File: src/design/acqd_cfg.svh
`ifndef ACQD_CFG_SVH
`define ACQD_CFG_SVH
// --------------------------------------------------------------
// register indices (byte address is four times the index)
// --------------------------------------------------------------
`define ACQD_IDX_ADAPT_CTRL 8'h28
`define ACQD_IDX_FLOOR 8'h29
`define ACQD_IDX_CEILING 8'h2a
`define ACQD_IDX_LEARN_TUNE 8'h2d
`define ACQD_IDX_LIVE 8'h2e
`define ACQD_IDX_RESCALE 8'h2f
`define ACQD_IDX_SPARE 8'h30
`define ACQD_IDX_QD_MAIN 8'h31
`define ACQD_IDX_QD_PROP 8'h32
`define ACQD_IDX_QD_INT 8'h33
`define ACQD_IDX_QD_DIV 8'h34
`define ACQD_IDX_QD_THR 8'h35
`define ACQD_IDX_LEARN_BASE 8'h38
// --------------------------------------------------------------
// reset values
// --------------------------------------------------------------
`define ACQD_RST_ADAPT_CTRL 8'h00
`define ACQD_RST_FLOOR 8'h0a
`define ACQD_RST_CEILING 8'hff
`define ACQD_RST_LEARN_TUNE 8'h00
`define ACQD_RST_LIVE 8'hff
`define ACQD_RST_RESCALE 8'h00
`define ACQD_RST_SPARE 8'h00
`define ACQD_RST_QD_MAIN 8'h00
`define ACQD_RST_QD_PROP 8'h00
`define ACQD_RST_QD_INT 8'h00
`define ACQD_RST_QD_DIV 8'h00
`define ACQD_RST_QD_THR 8'hff
`define ACQD_RST_LEARN_BASE 8'h00
// --------------------------------------------------------------
// field positions
// --------------------------------------------------------------
`define ACQD_ADAPT_ON_BIT 7
`define ACQD_TRIGGER_BIT 6
`define ACQD_RESCALE_BIT 6
`define ACQD_QD_EN_BIT 0
// --------------------------------------------------------------
// timing: clock rate, sample times in ns, switch rates in kHz
// --------------------------------------------------------------
`define ACQD_CLK_KHZ 100000
`define ACQD_SAMPLE0_NS 2000
`define ACQD_SAMPLE1_NS 3000
`define ACQD_SAMPLE2_NS 4000
`define ACQD_SAMPLE3_NS 5000
`define ACQD_RATE0_KHZ 25
`define ACQD_RATE1_KHZ 33
`define ACQD_RATE2_KHZ 42
`define ACQD_RATE3_KHZ 50
`define ACQD_BASE_MULT 8
`define ACQD_DWELL_UNIT 8
`endif

File: src/design/acqd_pkg.sv
package acqd_pkg;
    // learning sequence phases
    typedef enum logic [1:0] {
        LEARN_IDLE,
        LEARN_INITIAL,
        LEARN_FINAL
    } acqd_learn_type;
endpackage : acqd_pkg

File: src/design/acqd_regs.sv
`timescale 1ns/1ns
// Notes on behaviour
// - drop chosen count of error low bits
// - step code picks increment 128/16/32/64
// - initial level base times eight, final adds step
// - dwell 8/16/24/32 half-cycles per level
// - live code read-only, clamped floor to ceiling
// - adaptive off: live code shows ceiling
// - rescale bit restarts learning on supply change
// - quiet-decay registers readable and writable
// - sample code selects 2/3/4/5 us
// - rate code selects 25/33/42/50 kHz
// - bit zero enables quiet decay mode
// - adaptive enable bit turns function on
// - trigger launches learning, self-clears when done
// - floor and ceiling bound applied current
`include "acqd_cfg.svh"
module acqd_regs (
    input wire logic core_clk, // 100 MHz core clock
    input wire logic reset_n, // async reset, active low
    input wire logic psel, // apb select
    input wire logic penable, // apb access phase
    input wire logic pwrite, // apb direction
    input wire logic [11:0] paddr, // apb byte address
    input wire logic [31:0] pwdata, // apb write data
    output logic [31:0] prdata, // apb read data
    output logic pready, // apb ready
    output logic pslverr, // apb error on unmapped address
    input wire logic halfCycleTick, // electrical half-cycle pulse
    input wire logic supplyChange, // supply voltage change pulse
    input wire logic [15:0] loopError, // signed current error
    input wire logic [7:0] loopDemand, // current code from loop
    output logic [15:0] loopErrorTrunc, // error after bit drop
    output logic [10:0] learnLevel, // current level while learning
    output logic learnActive, // learning routine running
    output logic adaptiveOn, // adaptive current enabled
    output logic [7:0] appliedCurrent, // bounded coil current
    output logic quietDecayOn, // quiet decay mode enabled
    output logic [9:0] sampleCycles, // zero-cross sample window
    output logic pwmTick // quiet decay switching pulse
);
    import acqd_pkg::*;

    // --------------------------------------------------------------
    // derived cycle counts
    // --------------------------------------------------------------
    // least times round up to whole cycles
    localparam int SAMPLE0 = (`ACQD_SAMPLE0_NS * `ACQD_CLK_KHZ
        + 999999) / 1000000;
    localparam int SAMPLE1 = (`ACQD_SAMPLE1_NS * `ACQD_CLK_KHZ
        + 999999) / 1000000;
    localparam int SAMPLE2 = (`ACQD_SAMPLE2_NS * `ACQD_CLK_KHZ
        + 999999) / 1000000;
    localparam int SAMPLE3 = (`ACQD_SAMPLE3_NS * `ACQD_CLK_KHZ
        + 999999) / 1000000;
    // switching periods round down
    localparam int PERIOD0 = `ACQD_CLK_KHZ / `ACQD_RATE0_KHZ;
    localparam int PERIOD1 = `ACQD_CLK_KHZ / `ACQD_RATE1_KHZ;
    localparam int PERIOD2 = `ACQD_CLK_KHZ / `ACQD_RATE2_KHZ;
    localparam int PERIOD3 = `ACQD_CLK_KHZ / `ACQD_RATE3_KHZ;

    // --------------------------------------------------------------
    // helpers
    // --------------------------------------------------------------
    // bound a code between floor and ceiling
    function automatic logic [7:0] bound_code(input logic [7:0] v,
        input logic [7:0] lo, input logic [7:0] hi);
        logic [7:0] r;
        r = v;
        if (v < lo) begin
            r = lo;
        end
        if (r > hi) begin
            r = hi; // ceiling wins if floor set above it
        end
        return r;
    endfunction : bound_code

    // pick one of four 12-bit constants by a 2-bit code
    function automatic logic [11:0] pick4(input logic [1:0] c,
        input logic [11:0] a, input logic [11:0] b,
        input logic [11:0] d, input logic [11:0] e);
        logic [11:0] r;
        r = a;
        if (c == 2'h1) begin
            r = b;
        end else if (c == 2'h2) begin
            r = d;
        end else if (c == 2'h3) begin
            r = e;
        end
        return r;
    endfunction : pick4

    // --------------------------------------------------------------
    // registers
    // --------------------------------------------------------------
    logic [7:0] adaptCtrl; // on, trigger, spare bits
    logic [7:0] currentFloor; // lower bound code
    logic [7:0] currentCeiling; // upper bound code
    logic [7:0] learnTune; // drop bits, increment, dwell
    logic [7:0] liveCode; // live current value
    logic [7:0] rescaleCtrl; // supply rescale control
    logic [7:0] spare; // spare storage
    logic [7:0] qdMain; // quiet decay main control
    logic [7:0] qdProp; // quiet decay proportional gain
    logic [7:0] qdInt; // quiet decay integral gain
    logic [7:0] qdDiv; // quiet decay gain dividers
    logic [7:0] qdThr; // quiet decay threshold
    logic [7:0] learnBase; // learn base level code
    acqd_learn_type learnState; // learning phase
    logic [5:0] dwellCount; // half-cycles spent at level
    logic [11:0] pwmCount; // switching period counter

    // --------------------------------------------------------------
    // bus decode
    // --------------------------------------------------------------
    wire logic [7:0] regIndex = paddr[9:2]; // word index
    wire logic aligned = (paddr[1:0] == 2'h0) && (paddr[11:10] == 2'h0);
    wire logic setupPhase = psel && !penable; // first apb cycle
    wire logic writeDone = psel && penable && pready && pwrite;
    wire logic hitAdapt = aligned && regIndex == `ACQD_IDX_ADAPT_CTRL;
    wire logic hitFloor = aligned && regIndex == `ACQD_IDX_FLOOR;
    wire logic hitCeil = aligned && regIndex == `ACQD_IDX_CEILING;
    wire logic hitTune = aligned && regIndex == `ACQD_IDX_LEARN_TUNE;
    wire logic hitLive = aligned && regIndex == `ACQD_IDX_LIVE;
    wire logic hitRescale = aligned && regIndex == `ACQD_IDX_RESCALE;
    wire logic hitSpare = aligned && regIndex == `ACQD_IDX_SPARE;
    wire logic hitMain = aligned && regIndex == `ACQD_IDX_QD_MAIN;
    wire logic hitProp = aligned && regIndex == `ACQD_IDX_QD_PROP;
    wire logic hitInt = aligned && regIndex == `ACQD_IDX_QD_INT;
    wire logic hitDiv = aligned && regIndex == `ACQD_IDX_QD_DIV;
    wire logic hitThr = aligned && regIndex == `ACQD_IDX_QD_THR;
    wire logic hitBase = aligned && regIndex == `ACQD_IDX_LEARN_BASE;
    wire logic mapped = hitAdapt | hitFloor | hitCeil | hitTune
        | hitLive | hitRescale | hitSpare | hitMain | hitProp
        | hitInt | hitDiv | hitThr | hitBase;
    // read mux, narrow data sits in the low byte
    wire logic [7:0] readByte =
        ({8{hitAdapt}} & adaptCtrl) | ({8{hitFloor}} & currentFloor)
        | ({8{hitCeil}} & currentCeiling) | ({8{hitTune}} & learnTune)
        | ({8{hitLive}} & liveCode) | ({8{hitRescale}} & rescaleCtrl)
        | ({8{hitSpare}} & spare) | ({8{hitMain}} & qdMain)
        | ({8{hitProp}} & qdProp) | ({8{hitInt}} & qdInt)
        | ({8{hitDiv}} & qdDiv) | ({8{hitThr}} & qdThr)
        | ({8{hitBase}} & learnBase);
    wire logic [7:0] wByte = pwdata[7:0]; // write byte

    // --------------------------------------------------------------
    // field views and learning arithmetic
    // --------------------------------------------------------------
    wire logic adaptEnable = adaptCtrl[`ACQD_ADAPT_ON_BIT];
    wire logic [3:0] dropBits = learnTune[7:4];
    wire logic [1:0] stepCode = learnTune[3:2];
    wire logic [1:0] dwellCode = learnTune[1:0];
    // code 00 is the largest step, the rest rise by doubling
    wire logic [7:0] stepSize = (stepCode == 2'h0) ? 8'h80 :
        (stepCode == 2'h1) ? 8'h10 :
        (stepCode == 2'h2) ? 8'h20 : 8'h40;
    wire logic [10:0] initialLevel =
        11'(learnBase * `ACQD_BASE_MULT);
    wire logic [10:0] finalLevel =
        initialLevel + 11'(stepSize);
    // dwell is (code+1) times eight half-cycles
    wire logic [5:0] dwellTarget =
        6'((dwellCode + 3'h1) * `ACQD_DWELL_UNIT);
    wire logic dwellDone = halfCycleTick
        && (dwellCount + 6'h1 == dwellTarget);
    wire logic launch = writeDone && hitAdapt
        && wByte[`ACQD_TRIGGER_BIT];
    // with the rescale bit set, a supply change during learning restarts it so levels are relearnt
    wire logic rescaleHit = rescaleCtrl[`ACQD_RESCALE_BIT]
        && supplyChange && (learnState != LEARN_IDLE);
    wire logic learnFinish = (learnState == LEARN_FINAL) && dwellDone
        && !rescaleHit;
    wire logic [7:0] boundedDemand =
        bound_code(loopDemand, currentFloor, currentCeiling);
    wire logic [11:0] periodSel = pick4(qdMain[3:2], 12'(PERIOD0),
        12'(PERIOD1), 12'(PERIOD2), 12'(PERIOD3));
    wire logic [11:0] sampleSel = pick4(qdMain[7:6], 12'(SAMPLE0),
        12'(SAMPLE1), 12'(SAMPLE2), 12'(SAMPLE3));

    // --------------------------------------------------------------
    // apb answer: data captured in setup, ready in access
    // --------------------------------------------------------------
    always_ff @(posedge core_clk or negedge reset_n) begin
        if (!reset_n) begin
            prdata <= 32'h0;
            pready <= 1'b0;
            pslverr <= 1'b0;
        end else begin
            pready <= setupPhase; // one wait-free access cycle
            pslverr <= setupPhase && !mapped;
            if (setupPhase) begin
                prdata <= {24'h0, readByte};
            end
        end
    end

    // --------------------------------------------------------------
    // software-written registers, all bits stored as written
    // --------------------------------------------------------------
    always_ff @(posedge core_clk or negedge reset_n) begin
        if (!reset_n) begin
            currentFloor <= `ACQD_RST_FLOOR;
            currentCeiling <= `ACQD_RST_CEILING;
            learnTune <= `ACQD_RST_LEARN_TUNE;
            rescaleCtrl <= `ACQD_RST_RESCALE;
            spare <= `ACQD_RST_SPARE;
            learnBase <= `ACQD_RST_LEARN_BASE;
        end else if (writeDone) begin
            if (hitFloor) currentFloor <= wByte;
            if (hitCeil) currentCeiling <= wByte;
            if (hitTune) learnTune <= wByte;
            if (hitRescale) rescaleCtrl <= wByte;
            if (hitSpare) spare <= wByte;
            if (hitBase) learnBase <= wByte;
        end
    end

    // quiet decay group: every register reads back what was written
    always_ff @(posedge core_clk or negedge reset_n) begin
        if (!reset_n) begin
            qdMain <= `ACQD_RST_QD_MAIN;
            qdProp <= `ACQD_RST_QD_PROP;
            qdInt <= `ACQD_RST_QD_INT;
            qdDiv <= `ACQD_RST_QD_DIV;
            qdThr <= `ACQD_RST_QD_THR;
        end else if (writeDone) begin
            if (hitMain) qdMain <= wByte;
            if (hitProp) qdProp <= wByte;
            if (hitInt) qdInt <= wByte;
            if (hitDiv) qdDiv <= wByte;
            if (hitThr) qdThr <= wByte;
        end
    end

    // adaptive control: trigger set by software wins over self-clear
    always_ff @(posedge core_clk or negedge reset_n) begin
        if (!reset_n) begin
            adaptCtrl <= `ACQD_RST_ADAPT_CTRL;
        end else if (writeDone && hitAdapt) begin
            adaptCtrl <= wByte;
        end else if (learnFinish) begin
            adaptCtrl[`ACQD_TRIGGER_BIT] <= 1'b0;
        end
    end

    // --------------------------------------------------------------
    // learning sequence
    // --------------------------------------------------------------
    // initial level, dwell, final level, dwell, then idle
    always_ff @(posedge core_clk or negedge reset_n) begin
        if (!reset_n) begin
            learnState <= LEARN_IDLE;
            dwellCount <= 6'h0;
        end else if (launch || rescaleHit) begin
            learnState <= LEARN_INITIAL;
            dwellCount <= 6'h0;
        end else begin
            unique case (learnState)
                LEARN_IDLE: begin
                    dwellCount <= 6'h0;
                end
                LEARN_INITIAL: begin
                    if (dwellDone) begin
                        learnState <= LEARN_FINAL;
                        dwellCount <= 6'h0;
                    end else if (halfCycleTick) begin
                        dwellCount <= dwellCount + 6'h1;
                    end
                end
                LEARN_FINAL: begin
                    if (dwellDone) begin
                        learnState <= LEARN_IDLE;
                        dwellCount <= 6'h0;
                    end else if (halfCycleTick) begin
                        dwellCount <= dwellCount + 6'h1;
                    end
                end
            endcase
        end
    end

    // learning outputs follow the phase one cycle later
    always_ff @(posedge core_clk or negedge reset_n) begin
        if (!reset_n) begin
            learnLevel <= 11'h0;
            learnActive <= 1'b0;
        end else begin
            learnActive <= (learnState != LEARN_IDLE);
            learnLevel <= (learnState == LEARN_FINAL) ? finalLevel :
                (learnState == LEARN_INITIAL) ? initialLevel :
                11'h0;
        end
    end

    // --------------------------------------------------------------
    // live current code and loop error
    // --------------------------------------------------------------
    // bus writes never reach liveCode; it takes the bounded loop demand, or the ceiling while adaptive is off
    always_ff @(posedge core_clk or negedge reset_n) begin
        if (!reset_n) begin
            liveCode <= `ACQD_RST_LIVE;
            appliedCurrent <= `ACQD_RST_LIVE;
            adaptiveOn <= 1'b0;
            loopErrorTrunc <= 16'h0;
        end else begin
            liveCode <= adaptEnable ? boundedDemand
                : currentCeiling;
            appliedCurrent <= adaptEnable ? boundedDemand
                : currentCeiling;
            adaptiveOn <= adaptEnable;
            // arithmetic shift keeps the error's sign
            loopErrorTrunc <= 16'($signed(loopError) >>> dropBits);
        end
    end

    // --------------------------------------------------------------
    // quiet decay timing
    // --------------------------------------------------------------
    // counter idles at zero while the mode is off
    always_ff @(posedge core_clk or negedge reset_n) begin
        if (!reset_n) begin
            pwmCount <= 12'h0;
            pwmTick <= 1'b0;
            quietDecayOn <= 1'b0;
            sampleCycles <= 10'h0;
        end else begin
            quietDecayOn <= qdMain[`ACQD_QD_EN_BIT];
            sampleCycles <= sampleSel[9:0];
            if (!qdMain[`ACQD_QD_EN_BIT]) begin
                pwmCount <= 12'h0;
                pwmTick <= 1'b0;
            end else if (pwmCount + 12'h1 >= periodSel) begin
                pwmCount <= 12'h0;
                pwmTick <= 1'b1;
            end else begin
                pwmCount <= pwmCount + 12'h1;
                pwmTick <= 1'b0;
            end
        end
    end
endmodule : acqd_regs
File: config.mk
export PLATFORM = sky130hd
export DESIGN_NAME = acqd_regs
export DESIGN_NICKNAME = d
export VERILOG_FILES = /design/src/design/acqd_pkg.sv /design/src/design/acqd_regs.sv
export VERILOG_INCLUDE_DIRS = /design/src /design/src/design
export SDC_FILE = /design/constraint.sdc
export NUM_CORES = 1
export LEC_CHECK = 0
export BUFFER_PORTS_ARGS = -buffer_cell sky130_fd_sc_hd__buf_2
export CAP_MARGIN = 0
export CORE_MARGIN = 3
export CORE_UTILIZATION = 40
export CTS_CLUSTER_SIZE = 14
export DETAILED_ROUTE_END_ITERATION = 8
export GPL_TIMING_DRIVEN = 0
export PLACE_DENSITY = 0.69
export SYNTH_ARGS = -nofsm -noshare
export SYNTH_HDL_FRONTEND = slang
export SYNTH_SLANG_ARGS = --single-unit
File: constraint.sdc
create_clock -name core_clk -period 8.6 [get_ports core_clk]
set_input_delay 1.29 -clock core_clk [delete_from_list [all_inputs] [get_ports core_clk]]
set_output_delay 1.29 -clock core_clk [all_outputs]
set_load 0.005 [all_outputs]
# Yosys cells after proc, flatten, opt, wreduce, memory -nomap -nowiden
# Index checks and enable logic that the tools add are counted.
[op_classes]
addsub = 4
n_lt_le_gt_ge = 3
n_eq_ne = 27
n_shift = 1
muxes = 28
bitwise_logic = 37
n_reduce_logical = 50
[op_table]
columns = ["cell", "count"]
rows = [
  ["8-bit bitwise AND", 13],
  ["8-bit by 6-bit == test with 1-bit output, second input constant", 13],
  ["8-bit bitwise OR", 12],
  ["12-bit two-way mux", 5],
  ["8-bit two-way mux", 4],
  ["9-bit two-way mux", 3],
  ["1-bit logical AND", 26],
  ["11-bit two-way mux", 2],
  ["2-bit AND reduction", 11],
  ["6-bit two-way mux", 3],
  ["16-bit by 4-bit >>> shifter with 16-bit output", 1],
  ["7-bit two-way mux", 2],
  ["12-bit by 1-bit adder with 12-bit output, second input constant", 1],
  ["2-bit == test, second input constant", 6],
  ["12-bit >= comparator", 1],
  ["1-bit bitwise OR", 12],
  ["6-bit one-hot mux with 2 select lines", 1],
  ["11-bit by 8-bit adder with 11-bit output", 1],
  ["2-bit by 1-bit == test with 1-bit output, second input constant", 4],
  ["8-bit greater-than comparator", 1],
  ["2-bit zero test", 4],
  ["8-bit less-than comparator", 1],
  ["6-bit by 1-bit adder with 6-bit output, second input constant", 1],
  ["6-bit == test", 1],
  ["other kinds (12)", 21],
]
[word_totals]
reg_bits = 175
input_bits = 75
out_inout_bits = 83
elab_cells = 177

# Depth between registers and ports, before layout
[logic_depth]
depth_word = 17
depth_mapped = 13
depth_no_buf = 12

# Worst setup path after synthesis
# OpenSTA, ideal clock, no wires.
[synth_path]
path_kind = "input to register"
startpoint = "in loopDemand[4]"
endpoint = "reg liveCode[1]"
setup_time_ps = 82
arrival_time_ps = 3920
t_required_ps = 8518
slack_ps = 4598
path_stages = 11
path_buffers = 1
path_cell_list = "ha_1 > a211o_1 > o211ai_1 > o211a_1 > o211ai_1 > ha_1 > nand4_1 > o21ai_0 > o311a_1 > clkbuf_1 > mux2_2"
[synth_via]
elab_chain_len = 5
[synth_rtl]
columns = ["element", "line", "source"]
rows = [
  ["start: declaration", "acqd_regs.sv:32", "input wire logic [7:0] loopDemand,"],
  ["8-bit less-than comparator", "acqd_regs.sv:70", "if (v < lo) begin"],
  ["8-bit two-way mux *", "acqd_regs.sv:70", ""],
  ["8-bit greater-than comparator", "acqd_regs.sv:73", "if (r > hi) begin"],
  ["8-bit two-way mux *", "acqd_regs.sv:73", ""],
  ["8-bit two-way mux *", "acqd_regs.sv:309", "liveCode <= adaptEnable ? boundedDemand"],
  ["end signal: assignment", "acqd_regs.sv:304", "liveCode <= `ACQD_RST_LIVE;"],
  ["end signal: assignment", "acqd_regs.sv:309", ""],
  ["end: declaration", "acqd_regs.sv:102", "logic [7:0] liveCode;"],
]
# Mark *: on every way between the ends. The rest lies on a longest branch, timed or not.
# A chain may end at the register's enable or synchronous reset.

# Worst setup path in the final report
[layout_path]
startpoint = "in loopDemand[4]"
endpoint = "reg liveCode[4]"
# The elaborated chain is that of the path after synthesis.

==> metrics.txt <==
Post-synth ARST share=between 90% and 100%; vias in the first global route=roughly 7,300; fin crit share=49.92%; Sequential Power Share=approximately 44%; Die X=~160 um; largest register by flop count=loopErrorTrunc; Combinational Power Share=10.6%; Mapped Cells=891; GRT Total Usage=19.97%; Netlist cell types=84; RR Startpoint=currentFloor[3]; kind of critical path=input pin to register; depth of the worst register-to-register path=12; status=completed; die area=26,170 sq um; ANT cells=0; FF-to-FF End=liveCode[4]; synth cell count leaders=dfrtp_1 (142), mux2_2 (93), nand2_1 (77), ha_1 (45); Vias per Instance=~5.4; post-route cell area=11,420 sq um; biggest regs=loopErrorTrunc x16, pwmCount x12; worst-path cell with the longest stage delay=o211a_1; CP arrival=about 4.7 ns; Routed Antenna Nets=0; largest net degree at the start of global routing=86; Synth area leaders=dfrtp_1 (37%), mux2_2 (11%), dfstp_2 (7.0%); CP max FO=9; crit-path cells=buf_2 -> ha_1 -> a211o_1 -> o211ai_1 -> o211a_1 -> o211ai_1 -> ha_1 -> nand4_1 -> o21ai_0 -> o311a_1 -> clkbuf_1 -> mux2_2; Routed WL=26.25 mm; critical path launch point type=input pin; Internal Pwr Total=between 1000 and 1500 uW; Final Util=48.22%; RSZ-0062 raised after global routing=false; Slew Viols, Final=0; cell row count=56; CTS tree=built; via count=7,473; Fillers=2,203; final setup violation count=0; GPL Wtd Cong=roughly 0.94; beginning of the worst hold path=qdMain[0]; Crit path required time=roughly 9.0 ns; worst slew pin tran=0.7792 ns; Critical Path End Type=register; post-DP HPWL=approximately 20 mm; Largest register FFs=16; final net count=1,161; Slew headroom=48.05%; share of the synthesized area in the top cell type=36.62%; final setup skew=0.009539 ns; Hold Path End=quietDecayOn; FF-to-FF setup slack=4.70 ns; global-route wire length before repair=slightly above 40 mm; Yosys reg bits=168; CTS Root Cell=clkbuf_16; H-tree lvl count=4; area leader, netlist=dfrtp_1; slowest stage delay, CP=between 0.4 and 0.5 ns; area of the core=23,680 sq um; hold_ws=between 0.5 and 0.6 ns; Achievable Freq=about 230 MHz; HP Class=register to register; placed inst area=10,750 sq um; WP buf/inv=2; # DRC=0; synth warn=0; Final Hold Vio Count=0; Num CTS Buffers=17; # IOs=158; total global routing overflow=0; Clk pwr share=approximately 46%; P_leak=around 0.0053 uW; clk buf depth=2; hold path cells=0; share of layout cells above drive strength 1=32.86%; top cell family by delay on the critical path=compound AO/OA/AOI/OAI gates; CTS sink count=168; post-synthesis cell area=around 9700 sq um; Resize count post-CTS=0; initial DRC count=543; Worst-Skew Late Latency=0.44 ns; Area Growth Syn to Fin=17.68%; initial antenna violation count=0; PD cells=between 150 and 200 nW/um^2; VDD IR max=128.9 uV; maximum capacitance violations=0; Seq/Total Area, Yosys=a little over two fifths; setup bufs post-CTS=0; Die Ht=161.8 um; Synth Area per Inst=10.89 sq um; Sw Share=24.39%; Post-synth EDFFs=0; drt first pass iters=5; wire length per cell=~19 um; CTS Hold Bufs=0; Fin Setup TNS=0 ns; top-count cell post-synth=dfrtp_1; initial core utilization=about two fifths; clock transition at the registers of the reported paths=0.07 ns; Port Buffer Count=100; P_sw=467.3 uW; minimum clock period=4.293 ns; ys flop type=dfrtp_1
[power groups by stage]
stage	Clock [uW]	Sequential (uW)	Combinational, uW
global placement	0	846	197
global route	927	835	225
finish	880	832	204
detailed placement	0	847	203
floorplan	0	843	120
CTS	888	832	203
[placed cells by master (no fill, tap or decap), types with 8 or more instances in the layout]
cell type  count
nor2_1        43
inv_1         43
nand4_1       11
mux4_2        14
clkbuf_1      27
buf_4         34
nor2b_1       16
xnor2_1       15
dfstp_2       26
clkbuf_16     17
a211oi_1       9
a22oi_1        9
a31oi_1       13
o21ai_0       40
buf_2        113
nor3_1        11
nand3_1       19
dfrtp_1      142
xor2_1         8
ha_1          45
nand2_1       77
mux2i_1       23
conb_1        30
o211ai_1      11
a21oi_1       20
mux2_2        93
[metrics by stage]
| stage | setup slack, ns | power [uW] | cells |
|---|---|---|---|
| 2_1_floorplan | 4.598 | 963.4 | 920 |
| 3_3_place_gp | 3.699 | 1042 | 1339 |
| 3_5_place_dp | 3.934 | 1049 | 1340 |
| 4_1_cts | 4.383 | 1924 | 1372 |
| 5_1_grt | 4.182 | 1987 | 1372 |
| 6_report | 4.307 | 1916 | 1372 |
[per-layer routing]
metal | global-route usage (%) | wire [um] | vias to the layer above
li1 | - | - | 3463
met1 | 26.49 | 11240 | 3722
met2 | 33.00 | 12680 | 249
met3 | 4.310 | 1809 | 39
met4 | 6.010 | 519 | 0
met5 | 0 | 0 | -
[cell type report]
| class | count | area [sq um] | area share [%] |
|---|---|---|---|
| Sequential cell | 168 | 4237 | 37.10 |
| Timing Repair Buffer | 101 | 538.0 | 4.711 |
| Tap cell | 319 | 399.1 | 3.495 |
| Buffer | 75 | 441.7 | 3.868 |
| Multi-Input combinational cell | 633 | 4970 | 43.52 |
| Inverter | 44 | 165.2 | 1.446 |
| Clock inverter | 10 | 215.2 | 1.885 |
| Clock buffer | 22 | 454.2 | 3.977 |
[how the worst max path moves through the flow]
stage	cells after the start	from	endpoint	slack, ns
floorplan	11	loopDemand[4]	liveCode[1]	4.60
global placement	1	reset_n	dwellCount[4]	3.70
detailed placement	12	loopDemand[4]	liveCode[4]	3.93
CTS	12	loopDemand[4]	liveCode[4]	4.38
global route	11	loopDemand[5]	liveCode[4]	4.18
finish	12	loopDemand[4]	liveCode[4]	4.31
[kinds of logic (layout without fill, tap and decap cells)]
kind of cell    after synthesis  count (layout)  synth area share [%]
mux                         131             131                 16.53
flops                       168             168                 43.66
xor+xnor                     23              23                 2.076
buf+inv                     119             252                 6.253
other cells                   1              30               0.03864
fa+ha+maj                    46              46                 6.008
compound gates              160             160                 11.33
simple gates                243             243                 14.11
Note: power is estimated with default switching activity, not from simulation.
